`config.mk`:
```
export PLATFORM = sky130hd
export DESIGN_NAME = swgl_link
export DESIGN_NICKNAME = d
export VERILOG_FILES = /design/src/include/swgl_pkg.sv /design/src/logic/swgl_link.sv
export SDC_FILE = /design/constraint.sdc
export NUM_CORES = 1
export LEC_CHECK = 0
export BUFFER_PORTS_ARGS = -buffer_cell sky130_fd_sc_hd__buf_2
export CORE_UTILIZATION = 55
export DETAILED_ROUTE_END_ITERATION = 10
export GPL_ROUTABILITY_DRIVEN = 0
export PLACE_DENSITY = 0.72
export SETUP_SLACK_MARGIN = 0.4
export SLEW_MARGIN = 30
export SYNTH_ARGS = -nofsm -noshare
export SYNTH_HDL_FRONTEND = slang
export SYNTH_SLANG_ARGS = --single-unit
```
`constraint.sdc`:
```
create_clock -name ref_clk -period 8.3 [get_ports ref_clk]
set_clock_uncertainty 0.2 [all_clocks]
set_input_delay 0 -clock ref_clk [delete_from_list [all_inputs] [get_ports ref_clk]]
set_output_delay 0 -clock ref_clk [all_outputs]
set_load 0.02 [all_outputs]
```
`src/include/swgl_pkg.sv`:
```
/*
 * Constants for the single-wire gauge link: slot timing, presence timing,
 * erase timing as cycle counts at 20 MHz, and calibration period in seconds.
 * Assumes a 20 MHz ref_clk; every count is derived from a time in ns or us.
 */
package swgl_pkg;
	localparam int CLK_PERIOD_NS = 50; // 20 MHz ref_clk
	// Times in microseconds as printed, calibration period in seconds
	localparam int T_SAMPLE_US = 15; // Write sample / read valid point
	localparam int T_REL_US = 30; // Read zero release limit
	localparam int T_RSTL_US = 480; // Least reset low
	localparam int T_PDH_US = 30; // Presence delay, inside 15-60
	localparam int T_PDL_US = 120; // Presence low, inside 60-240
	localparam int T_ERASE_BASE_US = 60; // Erase base time
	localparam int T_ERASE_BYTE_US = 30; // Erase time per byte
	localparam int T_WAKE_US = 300; // Wake-up limit
	localparam int T_CAL_S = 3600; // Calibration period
	// Cycle counts
	localparam int C_US = 1000 / CLK_PERIOD_NS; // Cycles per microsecond
	localparam int C_SAMPLE = T_SAMPLE_US * C_US;
	localparam int C_REL = T_REL_US * C_US;
	// Reset detect a little under the least, so a 480 us pulse counts
	localparam int C_RSTL = (T_RSTL_US - 20) * C_US;
	localparam int C_PDH = T_PDH_US * C_US;
	localparam int C_PDL = T_PDL_US * C_US;
	localparam int C_ERASE_BASE = T_ERASE_BASE_US * C_US;
	localparam int C_ERASE_BYTE = T_ERASE_BYTE_US * C_US;
	localparam int C_WAKE = T_WAKE_US * C_US / 4; // Well inside limit
	localparam int CNT_W = 16; // Width of timing counter
	localparam int BYTE_W = 8; // Link transfer group size
	localparam logic [7:0] ERASE_CMD_RST = 8'h00; // Erase length reset
endpackage : swgl_pkg

```
`src/logic/swgl_link.sv`:
```
/*
 * Device end of the single-wire gauge link: reset/presence, write and read
 * slots LSB first, erase timer, hourly calibration strobe and count split.
 * Assumes the data pin has an external pull-up; oe high pulls it low.
 */
`timescale 1ns/100ps
module swgl_link
	import swgl_pkg::*;
#(
	// One hour of cycles overflows 32 bits, so 64-bit; shorten in sim
	parameter longint CAL_PERIOD_CYC = longint'(T_CAL_S) * 1_000_000 * C_US
) (
	input wire logic ref_clk,
	input wire logic sys_rst,
	input wire logic single_wire_data_pin_i, // Pin level, asynchronous
	output logic single_wire_data_pin_o, // Always low when driven
	output logic single_wire_data_pin_oe, // High pulls line low
	output logic rx_valid, // One-cycle pulse, byte received
	output logic [7:0] rx_byte, // Received byte, LSB first
	input wire logic [7:0] tx_byte, // Byte for next read slots
	output logic tx_taken, // Pulse when tx_byte latched
	input wire logic sleep_req, // Enter low-power mode
	output logic awake, // Device awake
	input wire logic erase_start, // Start block erase
	input wire logic [7:0] erase_bytes, // Bytes to erase
	output logic erase_busy, // Erase in progress
	output logic cal_strobe, // Hourly offset calibration pulse
	input wire logic vfc_pulse, // Converter count pulse
	input wire logic vfc_sign_chg, // High for charge direction
	input wire logic [15:0] cal_offset, // Offset compensation counts
	output logic [15:0] chg_count, // Charge counts
	output logic [15:0] dis_count // Discharge counts
);
	typedef enum {SWGL_IDLE, SWGL_LOW, SWGL_WAITHI, SWGL_PDH, SWGL_PDL,
		SWGL_RDLOW} swgl_state_e;
	swgl_state_e state_r; // Slot state
	logic sync1_r, sync2_r, line_d_r; // Pin synchroniser and history
	logic [CNT_W-1:0] cnt_r; // Time since slot event
	logic [2:0] bit_r; // Bit index in byte
	logic [7:0] sh_r, tx_r; // Shift registers
	logic tx_ok_r; // tx_r holds data
	logic [17:0] er_cnt_r; // Erase countdown
	logic [36:0] cal_cnt_r; // Period counter, 37 bits span an hour
	logic [CNT_W-1:0] wake_r; // Wake-up delay
	logic fall; // Line seen going low
	logic rise; // Line seen going high
	logic dis_inc; // Discharge count due this cycle
	// Edges come from synchronised copies only, so no metastable reads
	assign fall = line_d_r & ~sync2_r;
	assign rise = ~line_d_r & sync2_r;
	assign dis_inc = vfc_pulse & awake & ~vfc_sign_chg;

	// Two-flop sync; only the second flop is used by logic
	always_ff @(posedge ref_clk) begin
		sync1_r <= single_wire_data_pin_i;
		sync2_r <= sync1_r;
		line_d_r <= sync2_r;
	end

	// Sleep and wake; any edge starts wake-up
	always_ff @(posedge ref_clk) begin
		if (sys_rst) begin
			awake <= 1'b1;
			wake_r <= '0;
		end else if (!awake) begin
			if (wake_r != '0) begin
				if (wake_r == CNT_W'(C_WAKE)) begin
					awake <= 1'b1;
					wake_r <= '0;
				end else begin
					wake_r <= wake_r + 1'b1;
				end
			end else if (fall || rise) begin
				wake_r <= CNT_W'(1);
			end
		end else if (sleep_req) begin
			awake <= 1'b0;
		end
	end

	// Slot engine: timing from falling edge; reset overrides all
	always_ff @(posedge ref_clk) begin
		rx_valid <= 1'b0;
		tx_taken <= 1'b0;
		if (sys_rst) begin
			state_r <= SWGL_IDLE;
			cnt_r <= '0;
			bit_r <= '0;
			sh_r <= '0;
			tx_r <= '0;
			tx_ok_r <= 1'b0;
			rx_byte <= '0;
			single_wire_data_pin_o <= 1'b0;
			single_wire_data_pin_oe <= 1'b0;
		end else begin
			single_wire_data_pin_o <= 1'b0;
			if (cnt_r != '1)
				cnt_r <= cnt_r + 1'b1;
			if (!tx_ok_r) begin
				// Latch next byte for read slots
				tx_r <= tx_byte;
				tx_ok_r <= 1'b1;
				tx_taken <= 1'b1;
			end
			case (state_r)
				SWGL_IDLE: begin
					// Slot starts on falling edge
					if (fall && awake) begin
						cnt_r <= '0;
						state_r <= SWGL_LOW;
						if (!tx_r[0]) begin
							// Read zero held from the strobe
							single_wire_data_pin_oe <= 1'b1;
							state_r <= SWGL_RDLOW;
						end
					end
				end
				SWGL_LOW: begin
					// Sample at 15 us: low means zero
					if (cnt_r == CNT_W'(C_SAMPLE)) begin
						sh_r <= {sync2_r, sh_r[7:1]};
						tx_r <= {1'b1, tx_r[7:1]};
						bit_r <= bit_r + 1'b1;
						if (bit_r == 3'd7) begin
							rx_byte <= {sync2_r, sh_r[7:1]};
							rx_valid <= 1'b1;
							tx_ok_r <= 1'b0;
						end
						state_r <= SWGL_WAITHI;
					end
					// A write one is released before 15 us; wait for the
					// sample point anyway, or every one bit would be lost
				end
				SWGL_RDLOW: begin
					// Hold zero past 15 us, release before 30
					if (cnt_r == CNT_W'(C_SAMPLE + C_US)) begin
						single_wire_data_pin_oe <= 1'b0;
						state_r <= SWGL_LOW;
						cnt_r <= CNT_W'(C_SAMPLE);
					end
				end
				SWGL_WAITHI: begin
					// Long low is a reset pulse
					if (sync2_r) begin
						state_r <= SWGL_IDLE;
					end else if (cnt_r >= CNT_W'(C_RSTL)) begin
						state_r <= SWGL_PDH;
					end
				end
				SWGL_PDH: begin
					// Wait for reset release, then presence delay
					if (!sync2_r) begin
						cnt_r <= '0;
					end else if (cnt_r == CNT_W'(C_PDH)) begin
						single_wire_data_pin_oe <= 1'b1;
						cnt_r <= '0;
						state_r <= SWGL_PDL;
					end
				end
				SWGL_PDL: begin
					if (cnt_r == CNT_W'(C_PDL)) begin
						single_wire_data_pin_oe <= 1'b0;
						bit_r <= '0;
						tx_ok_r <= 1'b0;
						state_r <= SWGL_IDLE; // Host waits 300 us
					end
				end
				default: state_r <= SWGL_IDLE;
			endcase
		end
	end

	// Erase timer: base plus per-byte time
	always_ff @(posedge ref_clk) begin
		if (sys_rst) begin
			er_cnt_r <= '0;
			erase_busy <= 1'b0;
		end else if (erase_start && !erase_busy) begin
			er_cnt_r <= 18'(C_ERASE_BASE) +
				18'(erase_bytes) * 18'(C_ERASE_BYTE);
			erase_busy <= 1'b1;
		end else if (erase_busy) begin
			er_cnt_r <= er_cnt_r - 1'b1;
			if (er_cnt_r == 18'd1)
				erase_busy <= 1'b0;
		end
	end

	// Hourly calibration strobe
	// One-cycle pulse; the count logic below applies the trim
	always_ff @(posedge ref_clk) begin
		cal_strobe <= 1'b0;
		if (sys_rst) begin
			cal_cnt_r <= '0;
		end else if (cal_cnt_r == 37'(CAL_PERIOD_CYC - 1)) begin
			cal_cnt_r <= '0;
			cal_strobe <= 1'b1;
		end else begin
			cal_cnt_r <= cal_cnt_r + 1'b1;
		end
	end

	// Count split by direction; calibration applies offset
	always_ff @(posedge ref_clk) begin
		if (sys_rst) begin
			chg_count <= '0;
			dis_count <= '0;
		end else begin
			// Charge side is never trimmed, so it counts on strobe cycles
			if (vfc_pulse && awake && vfc_sign_chg)
				chg_count <= chg_count + 1'b1;
			if (cal_strobe) begin
				// Trim discharge side, keeping a count due now
				dis_count <= (dis_count + {15'h0, dis_inc} > cal_offset) ?
					dis_count + {15'h0, dis_inc} - cal_offset : '0;
			end else if (dis_inc) begin
				dis_count <= dis_count + 1'b1;
			end
		end
	end
endmodule : swgl_link

```
# [Word level (Yosys, flattened, before mapping)]
# Index checks and enable logic that the tools add are counted.
[totals] inputBits=39 regBits=188 elab_cells=138
[op_classes] n_mux=51 n_eq_ne=22 order_cmp=2 n_mul=1 n_bitwise=10 reduce_logical=21 add_sub_neg=10
[ops] op="$mux W32" n=8
[ops] op="$pmux W32 S6" n=1
[ops] op="$mux W16" n=11
[ops] op="$add A16 B1 Y16 const B" n=4
[ops] op="$eq A32 B2 Y1 const B" n=2
[ops] op="$eq A32 B3 Y1 const B" n=2
[ops] op="$pmux W16 S3" n=1
[ops] op="$add A37 B1 Y37 const B" n=1
[ops] op="$eq A37 B37 Y1 const B" n=1
[ops] op="$mux W18" n=2
[ops] op="$eq A16 B9 Y1 const B" n=2
[ops] op="$eq A32 B1 Y1 const B" n=1
[ops] op="$logic_not A32 Y1" n=1
[ops] op="$mux W8" n=3
[ops] op="$mux W1" n=19
[ops] op="$add A11 B18 Y18 const A" n=1
[ops] op="$eq A18 B1 Y1 const B" n=1
[ops] op="$sub A18 B1 Y18 const B" n=1
[ops] op="$add A16 B1 Y16" n=1
[ops] op="$eq A16 B10 Y1 const B" n=1
[ops] op="$eq A16 B11 Y1 const B" n=1
[ops] op="$eq A16 B12 Y1 const B" n=1
[ops] op="$ge A16 B14 Y1 const B" n=1
[ops] op="$gt A16 B16 Y1" n=1
[ops] op="24 further kinds" n=49

# [Depth between registers and ports, before layout]
# Gate-level depths: netlist of run 1.
[logic_depth] ltp_word=6 depth_mapped=21 ltp_nobuf=17

# [Least setup slack after synthesis of run 1]
# No wires, ideal clock.
[synth_path] path_type="reg-to-reg" from="reg awake" to="reg dis_count[12]" path_stages_with_launch=22 t_arrival_ps=4297 synth_period_minus_slack_ps=4629 n_path_buf=4 setup_slack_ps=3671 cell_sequence="dfxtp_1 clkbuf_1 nand2_1 nor2_1 clkbuf_1 ha_1 nand3_1 nor2_1 nand3_1 nor2_1 nand3_1 xnor2_1 ha_1 and3_1 nand4_1 o41a_1 o21a_1 a41o_1 clkbuf_1 clkbuf_1 a2bb2oi_1 nor3_1"
[synth_between] elab_chain_len=6 word_cells_on_any_way=8
[synth_lines] element="from (decl)" line="swgl_link.sv:23" rtl="output logic awake,"
[synth_lines] element="from (signal assigned)" line="swgl_link.sv:63" rtl="awake <= 1'b1;"
[synth_lines] element="from (signal assigned)" line="swgl_link.sv:68" rtl="awake <= 1'b1;"
[synth_lines] element="from (signal assigned)" line="swgl_link.sv:77" rtl="awake <= 1'b0;"
[synth_lines] element="$and A1 B1 Y1 * (2 in series)" line="swgl_link.sv:51" rtl="assign dis_inc = vfc_pulse & awake & ~vfc_sign_chg;"
[synth_lines] element="$add A16 B1 Y16" line="swgl_link.sv:214, swgl_link.sv:215"
[synth_lines] element="$sub A16 B16 Y16 or $gt A16 B16 Y1 (tied branches)" line="swgl_link.sv:215, swgl_link.sv:214"
[synth_lines] element="$mux W16" line="swgl_link.sv:214" rtl="dis_count <= (dis_count + {15'h0, dis_inc} > cal_offset) ?"
[synth_lines] element="$mux W16" line="swgl_link.sv:212" rtl="if (cal_strobe) begin"
[synth_lines] element="to (signal assigned)" line="swgl_link.sv:214"
[synth_lines] element="to (signal assigned)" line="swgl_link.sv:217" rtl="dis_count <= dis_count + 1'b1;"
[synth_lines] element="to (decl)" line="swgl_link.sv:32" rtl="output logic [15:0] dis_count"
# Mark *: on every way between the ends. The rest lies on a longest branch, timed or not.
# A chain may end at the register's enable or synchronous reset.

# [Final worst setup path of run 1]
[layout_path] from="reg awake" to="reg dis_count[11]"
# The elaborated chain is that of the path after synthesis.

==> flow_summary.toml, run 1 <==
[outcome]
status = "finished clean"

[worst_hold_path]
min_from = "cal_offset[14]"
min_delay_path_depth = 6
worst_hold_path_type = "primary input to flop"

[power_and_ir_drop]
cellLeakagePower_nw = 4.594
clkPwrFrac_pct = 32.7
p_switching_mw = 0.7838
fin_total_pwr_mw = 2.266
ir_worst_vdd_mv = 0.1702
p_int_mw = 1.482
p_comb_share_pct = 28.4
switching_share_pct = 34.59
pwr-share-seq_pct = 38.9
p_per_area_mw_per_mm2 = 203.5

[placed_design]
numPortBuffers = 84
place_hpwl_um = 15670
place_area_mm2 = 0.01035

[sta]
finalWorstPathRequiredPeriod_ns = 4.817
setup_tns_ns = 0
hold_viol_final = 0
relSlewSlack_pct = 46.33
setup_viol = 0
timing.fmax_ghz = 0.2076
slew_violations = 0
final.period_utilization_pct = 58.04
worst_slew_pin_slew_ns = 0.8050
rsz0062_at_grt = "no"

[routing]
wl_um = 21610
vias_per_cell = 5.703
drt_iter0_markers = 610
drc = 0
drtAntennaViolNets = 0
drt_first_pass_iters = 5
routedWlPerCell_um = 13.84
num_vias = 8903

[clocking]
cts_root_buffer = "clkbuf_16"
clk_pin_slew_worst_paths_ns = 0.07
clk_path_buf_depth = 2
cts_sinks = 158
clock_latency_ns = 0.43
cts_tree = "built"
cts_resized = 0
postCtsSetupBuffers = 0
hold_buffers = 22
cts_max_level = 4
cts_buffers = 17

[yosys]
syn_inst = 1250
syn_area_mm2 = 0.009824
syn_nets = 1365
ys_warn_count = 0
ys_types = 71
synthFlopType = "dfxtp_1"
synth_edf_count = 0
avgSynthCellArea_um2 = 7.860
postSynth.asyncResetShare_pct = 0
ys_seq_elements = 158
yosysSeqAreaShare_pct = 32.20

[global_route]
grt_max_degree = 49
grt_pass1_vias = 8132
antenna_found_initial = 0
grt_pass1_wl_um = 36740
track_usage_pct = 24.17
grt-ovfl-total = 0

[setup_path]
rr_worst_depth = 17
required_ns = 8.39
startpoint = "awake"
critPathKind = "flop to flop"
end_kind = "flop"
reg2reg_from = "awake"
path_max_fanout = 18
arrival_ns = 4.91
start_kind = "flop"

[floorplan]
die_h_um = 135.7
start_util_pct = 56.60
dieArea_mm2 = 0.01840
core-area_mm2 = 0.01736
die_w_um = 135.7
rows = 48
ioPinCount = 86

[flow_run]
cap_violations = 0

[cells_and_area]
seqCellArea_mm2 = 0.003163
num_antenna_cells = 0
area_growth_pct = 13.35
design_area_mm2 = 0.01114
fillCellCount = 1542
multi_input_comb_area_mm2 = 0.006201
layout.nets = 1438
drive_above_1_share_pct = 10.33
[cells in the final DEF (no fill, tap or decap), drive strengths merged, types with 4 or more instances in the layout]
cell         synthesis  layout
o21ai               45      45
o211ai               5       5
a211oi              15      15
dfxtp              158     158
and2                 4       4
a21oi               94      94
nand3               53      53
nand2b              11      11
a311oi               7       7
buf                  7      88
o311ai               4       4
or4                  8       8
xor2                71      71
and3                22      22
nor4                18      18
a211o                4       4
clkbuf              49      18
a2111oi              5       5
a31oi               21      21
dlygate4sd3          0      22
o21a                 9       9
fa                   8       8
or3                 24      24
mux2i               14      14
nor2               161     161
xnor2               33      33
nor3                39      39
nand2              126     126
inv                 67      75
clkinv               1       5
and4                 6       6
nand4               28      28
ha                  68      68
nor2b                9       9
a21o                 5       5
[logic make-up (layout without fill, tap and decap cells)]
logic type      Yosys count  after routing  share of synthesized area (%)
fa+ha+maj                76             76                          10.29
compound gates          244            244                          15.46
buf+inv                 124            210                          4.890
simple gates            529            529                          26.43
xor+xnor                104            104                          9.272
flops                   158            158                          32.20
other cells               1              1                        0.03817
mux                      14             14                          1.426
[registers in the layout, summed over array words and instances, names as in the netlist, 3 cells and up]
signal	count
er_cnt_r	18
cnt_r	16
cal_cnt_r	37
state_r	3
chg_count	16
bit_r	3
tx_r	8
rx_byte	8
sh_r	7
wake_r	16
dis_count	16
[area by class of cell]
type | instances | area share (%)
clock buffer | 18 | 3.944
clock inverter | 14 | 1.124
inverter | 68 | 2.292
multi-input combinational | 968 | 55.69
sequential | 158 | 28.40
tap | 225 | 2.528
timing repair buffer | 110 | 6.022
[final timing paths]
path              endpoint  slack (ns)
max          dis_count[11]        3.48
min          dis_count[14]        0.03
max reg2reg  dis_count[11]        3.48
min reg2reg        sync2_r        0.17
[power groups by stage]
| stage | Combinational, mW | Clock, mW | Sequential, mW |
|---|---|---|---|
| floorplan | 0.520 | 0 | 0.870 |
| global placement | 0.619 | 0 | 0.894 |
| detailed placement | 0.630 | 0 | 0.895 |
| CTS | 0.644 | 0.757 | 0.878 |
| global route | 0.732 | 0.787 | 0.888 |
| finish | 0.645 | 0.741 | 0.880 |
[synth_stat cells, types with 5 or more instances]
cell type	n	area share (%)
nand4_1	28	1.8
clkbuf_1	48	1.8
or4_1	7	0.53
nor4_1	16	1.0
inv_1	67	2.6
nand3_1	53	2.7
a21o_1	5	0.38
nor3_1	39	2.0
o211ai_1	5	0.38
o21ai_0	44	2.2
nand2b_1	11	0.70
fa_1	8	1.6
a311oi_1	7	0.62
nor2b_1	9	0.57
and4_1	6	0.53
nor2_1	161	6.2
a31oi_1	21	1.3
a2111oi_0	5	0.45
a21oi_1	94	4.8
xnor2_1	33	2.9
or3_1	23	1.5
xor2_1	71	6.3
and3_1	22	1.4
nand2_1	126	4.8
mux2i_1	14	1.4
a211oi_1	15	1.1
ha_1	68	8.7
dfxtp_1	158	32
o21a_1	9	0.69
[per-layer routing]
layer  GRT usage, %  vias up  share of wire [%]
met3          3.442       29                3.3
met5              0        -                  0
met1          31.33     4132                 47
met4          7.491        0                1.7
met2          41.18      176                 48
li1               -     4566                  -
[through the flow]
| step | std cells | util (%) | setup WS [ns] | hold slack, ns |
|---|---|---|---|---|
| global route | 1561 | 64.16 | 3.045 | 0.09314 |
| finish | 1561 | 64.16 | 3.483 | 0.02997 |
| detailed placement | 1507 | 59.62 | 3.205 | -0.09558 |
| floorplan | 1250 | - | 3.671 | -0.1723 |
| CTS | 1561 | 64.14 | 3.202 | 0.01837 |
| global placement | 1507 | 59.60 | 3.353 | -0.09353 |
[worst max-delay path: stages, from the launching register on]
cell      delay (ns)
dfxtp_1         0.52
nand2_1         0.11
nor2_2          0.54
ha_1            0.30
nand3_1         0.13
nor2_1          0.20
nand3_1         0.16
nor2_1          0.29
nand3_1         0.13
xnor2_1         0.16
ha_1            0.37
and3_1          0.23
nand4_1         0.11
o41a_1          0.34
o21a_1          0.11
a41o_1          0.42
a211oi_1        0.29
nor4_1          0.07
(Power assumes the default switching activity.)
==> run 2: changes to the inputs <==
clock period = 5 ns   (was 8.3 ns; I/O delays follow)
==> flow_summary.toml, run 2 (synthesis gave the netlist of run 1 again) <==
[global_route]
grt_pass1_wl_um = 37500
grt-ovfl-total = 0
track_usage_pct = 24.84
antenna_found_initial = 0
grt_max_degree = 74
grt_pass1_vias = 8168

[setup_path]
crit_slowest_cell = "dfxtp_2"
required_ns = 5.08
end_kind = "flop"
rr_worst_depth = 17
start_kind = "flop"
crit_path_frequent_cell = "nand3_1"
reg2reg_from = "awake"
regToRegEndpoint = "dis_count[11]"
worst-path-buf-inv = 0
critical_path.max_stage_delay_ns = 0.44
critPathKind = "flop to flop"
startpoint = "awake"
path_max_fanout = 17
arrival_ns = 4.31
crit_end = "dis_count[11]"
cp.depth = 17
crit_family = "simple AND/OR/NAND/NOR gates"
ff2ff_setup_slack_ns = 0.76
crit_chain = "nand2_1 > nor2_2 > ha_1 > nand3_1 > nor2_1 > nand3_1 > nor2_1 > nand3_1 > xnor2_1 > ha_1 > and3_1 > nand4_1 > o41a_1 > o21a_1 > a41o_1 > a211oi_1 > nor4_1"

[power_and_ir_drop]
ir_worst_vdd_mv = 0.2553
p_per_area_mw_per_mm2 = 351.1
clkPwrFrac_pct = 35.6
p_comb_share_pct = 27.3
switching_share_pct = 33.03
p_int_mw = 2.637
pwr-share-seq_pct = 37.1
p_switching_mw = 1.301
cellLeakagePower_nw = 4.625

[sta]
relSlewSlack_pct = 45.90
worst_slew_pin_slew_ns = 0.7911
timing.fmax_ghz = 0.2360
hold_viol_final = 0
setup_viol = 0
rsz0062_at_grt = "no"
slew_violations = 0
setup_tns_ns = 0
setup_slack_ns = 0.7622
finalWorstPathRequiredPeriod_ns = 4.238
final.period_utilization_pct = 84.76

[cells_and_area]
top_regs = "cal_cnt_r: 37 flops, er_cnt_r: 18 flops"
final_common_cell = "nor2_1"
fin_util_pct = 64.63
drive_above_1_share_pct = 10.33
largest_register = "cal_cnt_r"
layout.nets = 1438
area_growth_pct = 14.17
num_antenna_cells = 0
largest_reg_flops = 37
design_area_mm2 = 0.01122
layout_common_cells = "nor2_1, dfxtp_1, nand2_1, a21oi_1, buf_2"
instances_no_fill = 1561

[floorplan]
ioPinCount = 86
core-area_mm2 = 0.01736
start_util_pct = 56.60
die_h_um = 135.7
rows = 48
dieArea_mm2 = 0.01840
die_w_um = 135.7

[routing]
vias_per_cell = 5.705
wl_um = 22020
drtAntennaViolNets = 0
num_vias = 8905
drt_first_pass_iters = 7
drt_iter0_markers = 618
drc = 0
routedWlPerCell_um = 14.11

[placed_design]
dp_slack_ns = 0.6732
place_hpwl_um = 15710
dp_cells = 1506
numPortBuffers = 84
place_area_mm2 = 0.01035

[clocking]
cts_sinks = 158
cts_tree = "built"
cts_max_level = 4
cts_buffers = 17
postCtsSetupBuffers = 0
clk_path_buf_depth = 2
cts_root_buffer = "clkbuf_16"
clk_pin_slew_worst_paths_ns = 0.07
clock_latency_ns = 0.44

[flow_run]
cap_violations = 0

[worst_hold_path]
worst_hold_path_type = "primary input to flop"
min_from = "cal_offset[14]"

[outcome]
status = "finished clean"
==> run 2: worst min path at each step <==
stage	slack [ns]	cells past startpoint	to
2_1_floorplan	-0.17	0	sync1_r
3_3_place_gp	-0.09	1	sync1_r
3_5_place_dp	-0.09	1	sync1_r
4_1_cts	0.02	6	dis_count[14]
5_1_grt	0.07	6	dis_count[14]
6_report	0.02	6	dis_count[14]
==> run 2: worst min-delay path, stage by stage <==
cell and delay, ns:
buf_2 0.09, inv_1 0.05, ha_1 0.20, xor2_1 0.09, a21oi_1 0.12, nor3_1 0.06
==> run 2: layer usage <==
layer	global-route usage, %	up-vias	share of wire, %
met4	7.865	0	1.3
met2	41.44	179	47
met3	4.265	24	3.5
li1	-	4570	-
met5	0	-	0
met1	32.41	4132	48
==> run 2: per-stage QoR <==
step	power, mW	hold slack [ns]
global placement	2.507	-0.09325
finish	3.938	0.02421
detailed placement	2.527	-0.09333
global route	4.166	0.07315
CTS	3.949	0.01740
floorplan	2.307	-0.1723
==> run 2: repair_timing <==
item	CTS	global route
endpoints found under the hold margin	32	0
resized for setup	0	1
hold buffers	23	0
setup endpoints to repair	0	3
==> run 2: cell type report <==
class	instances	area [um2]
clock buffers	18	429.2
repair buffers	110	673.1
inverters	68	255.2
flip-flops and latches	158	3164
well taps	225	281.5
multi-input cells	968	6206
fillers	1541	6140
clock inverters	14	207.7
==> run 2: power groups by stage <==
stage	registers (mW)	logic [mW]	clock network (mW)
6_report	1.46	1.08	1.40
5_1_grt	1.48	1.21	1.48
4_1_cts	1.46	1.07	1.42
3_5_place_dp	1.48	1.04	0
3_3_place_gp	1.48	1.03	0
2_1_floorplan	1.44	0.863	0
==> run 3: changes to the inputs <==
PLACE_DENSITY = 0.75   (was 0.72)
clock period = 3.62 ns   (was 5 ns; I/O delays follow)
==> flow_summary.toml, run 3 (synthesis gave the netlist of run 1 again) <==
[cells_and_area]
largest_reg_flops = 37
area_growth_pct = 24.73
top_regs = "cal_cnt_r: 37 flops, er_cnt_r: 18 flops"
design_area_mm2 = 0.01225
layout_common_cells = "dfxtp_1, nor2_1, nand2_1, a21oi_1, buf_2"
fin_util_pct = 70.60
instances_no_fill = 1631
num_antenna_cells = 0
final_common_cell = "dfxtp_1"
drive_above_1_share_pct = 19.42
layout.nets = 1508
largest_register = "cal_cnt_r"

[placed_design]
dp_slack_ns = -0.2494
place_area_mm2 = 0.01110
place_hpwl_um = 16640
dp_cells = 1569
numPortBuffers = 84

[sta]
slew_violations = 0
setup_slack_ns = 0.02748
setup_tns_ns = 0
setup_viol = 0
hold_viol_final = 0
relSlewSlack_pct = 33.81
holdWs_ns = 0.03211
rsz0062_at_grt = "yes"
final.period_utilization_pct = 99.24
timing.fmax_ghz = 0.2784
worst_slew_pin_slew_ns = 0.9928
finalWorstPathRequiredPeriod_ns = 3.593

[power_and_ir_drop]
ir_worst_vdd_mv = 0.3478
p_per_area_mw_per_mm2 = 491.3
fin_total_pwr_mw = 6.021
cellLeakagePower_nw = 5.048

[clocking]
clk_pin_slew_worst_paths_ns = 0.07
cts_buffers = 17
cts_tree = "built"
clk_path_buf_depth = 2
cts_max_level = 4
clock_latency_ns = 0.42
cts_sinks = 158
cts_root_buffer = "clkbuf_16"

[worst_hold_path]
worst_hold_path_type = "primary input to flop"
min_from = "vfc_pulse"

[floorplan]
ioPinCount = 86
rows = 48
start_util_pct = 56.60
die_w_um = 135.7
dieArea_mm2 = 0.01840
core-area_mm2 = 0.01736
die_h_um = 135.7

[routing]
drtAntennaViolNets = 0
wl_um = 24140
vias_per_cell = 5.769
num_vias = 9409
drt_iter0_markers = 527
drt_first_pass_iters = 6
drc = 0
routedWlPerCell_um = 14.80

[global_route]
grt-ovfl-total = 0
grt_pass1_wl_um = 39650
antenna_found_initial = 0
track_usage_pct = 26.43
grt_max_degree = 87
grt_pass1_vias = 8659

[setup_path]
reg2reg_from = "awake"
start_kind = "flop"
path_max_fanout = 13
required_ns = 3.69
arrival_ns = 3.66
crit_slowest_cell = "o41a_1"
startpoint = "awake"
crit_family = "simple AND/OR/NAND/NOR gates"
critical_path.max_stage_delay_ns = 0.36
critPathKind = "flop to flop"
crit_chain = "nand2_4 > nor2_4 > ha_4 > ha_2 > nand3_4 > nand2b_4 > nor3_2 > xor2_1 > ha_1 > and3_4 > nand4_1 > o41a_1 > o21a_1 > a41o_1 > buf_12 > a32oi_1 > nor3_1"
end_kind = "flop"
worst-path-buf-inv = 1

[flow_run]
cap_violations = 0

[outcome]
status = "finished clean"
run 3: cell count changes in the layout (fill, tap and decap cells not counted), moves of 6 or more:
cell | before | now
dlygate4sd3_1 | 23 | 17
nor2_1 | 160 | 154
ha_4 | 0 | 8
buf_6 | 0 | 6
buf_4 | 3 | 74
nand3_1 | 53 | 47
nor2_4 | 0 | 6
a21oi_2 | 0 | 7
ha_1 | 68 | 58
a21oi_1 | 94 | 87
run 3: report_power, final:
part / internal, mW / switching (mW) / total (mW)
sequential: 1.86 / 0.147 / 2.01
clock: 1.14 / 0.706 / 1.84
combinational: 0.993 / 1.17 / 2.17
total: 3.99 / 2.03 / 6.02
run 3: what timing repair did:
item | 4_1_cts | 5_1_grt
endpoints found under the hold margin | 27 | 0
pin swaps | 20 | 19
hold buffers | 17 | 0
endpoints found under the setup margin | 23 | 24
gates resized for setup | 24 | 31
buffers inserted | 10 | 3
run 3: final timing paths:
kind                  end  slack (ns)  cells after the start
max          dis_count[7]        0.03                     17
min          chg_count[0]        0.03                      4
max reg2reg  dis_count[7]        0.03                     17
min reg2reg       sync2_r        0.13                      0
run 3: layout make-up:
class / count / area (um2)
repair buffers: 180 / 1234
well taps: 225 / 281.5
flip-flops and latches: 158 / 3167
multi-input cells: 968 / 6706
fillers: 1374 / 5102
inverters: 68 / 255.2
clock buffers: 22 / 474.2
clock inverters: 10 / 136.4
run 3: worst min-delay path: stages:
cell     delay, ns
buf_2         0.13
and3_1        0.26
xnor2_1       0.17
nor2_1        0.04
run 3: layer usage:
layer	GRT usage, %	share of wire, %	vias up
li1	-	-	4701
met1	33.78	46	4444
met2	45.66	48	235
met3	4.153	4.1	29
met4	7.553	1.4	0
met5	0	0	-
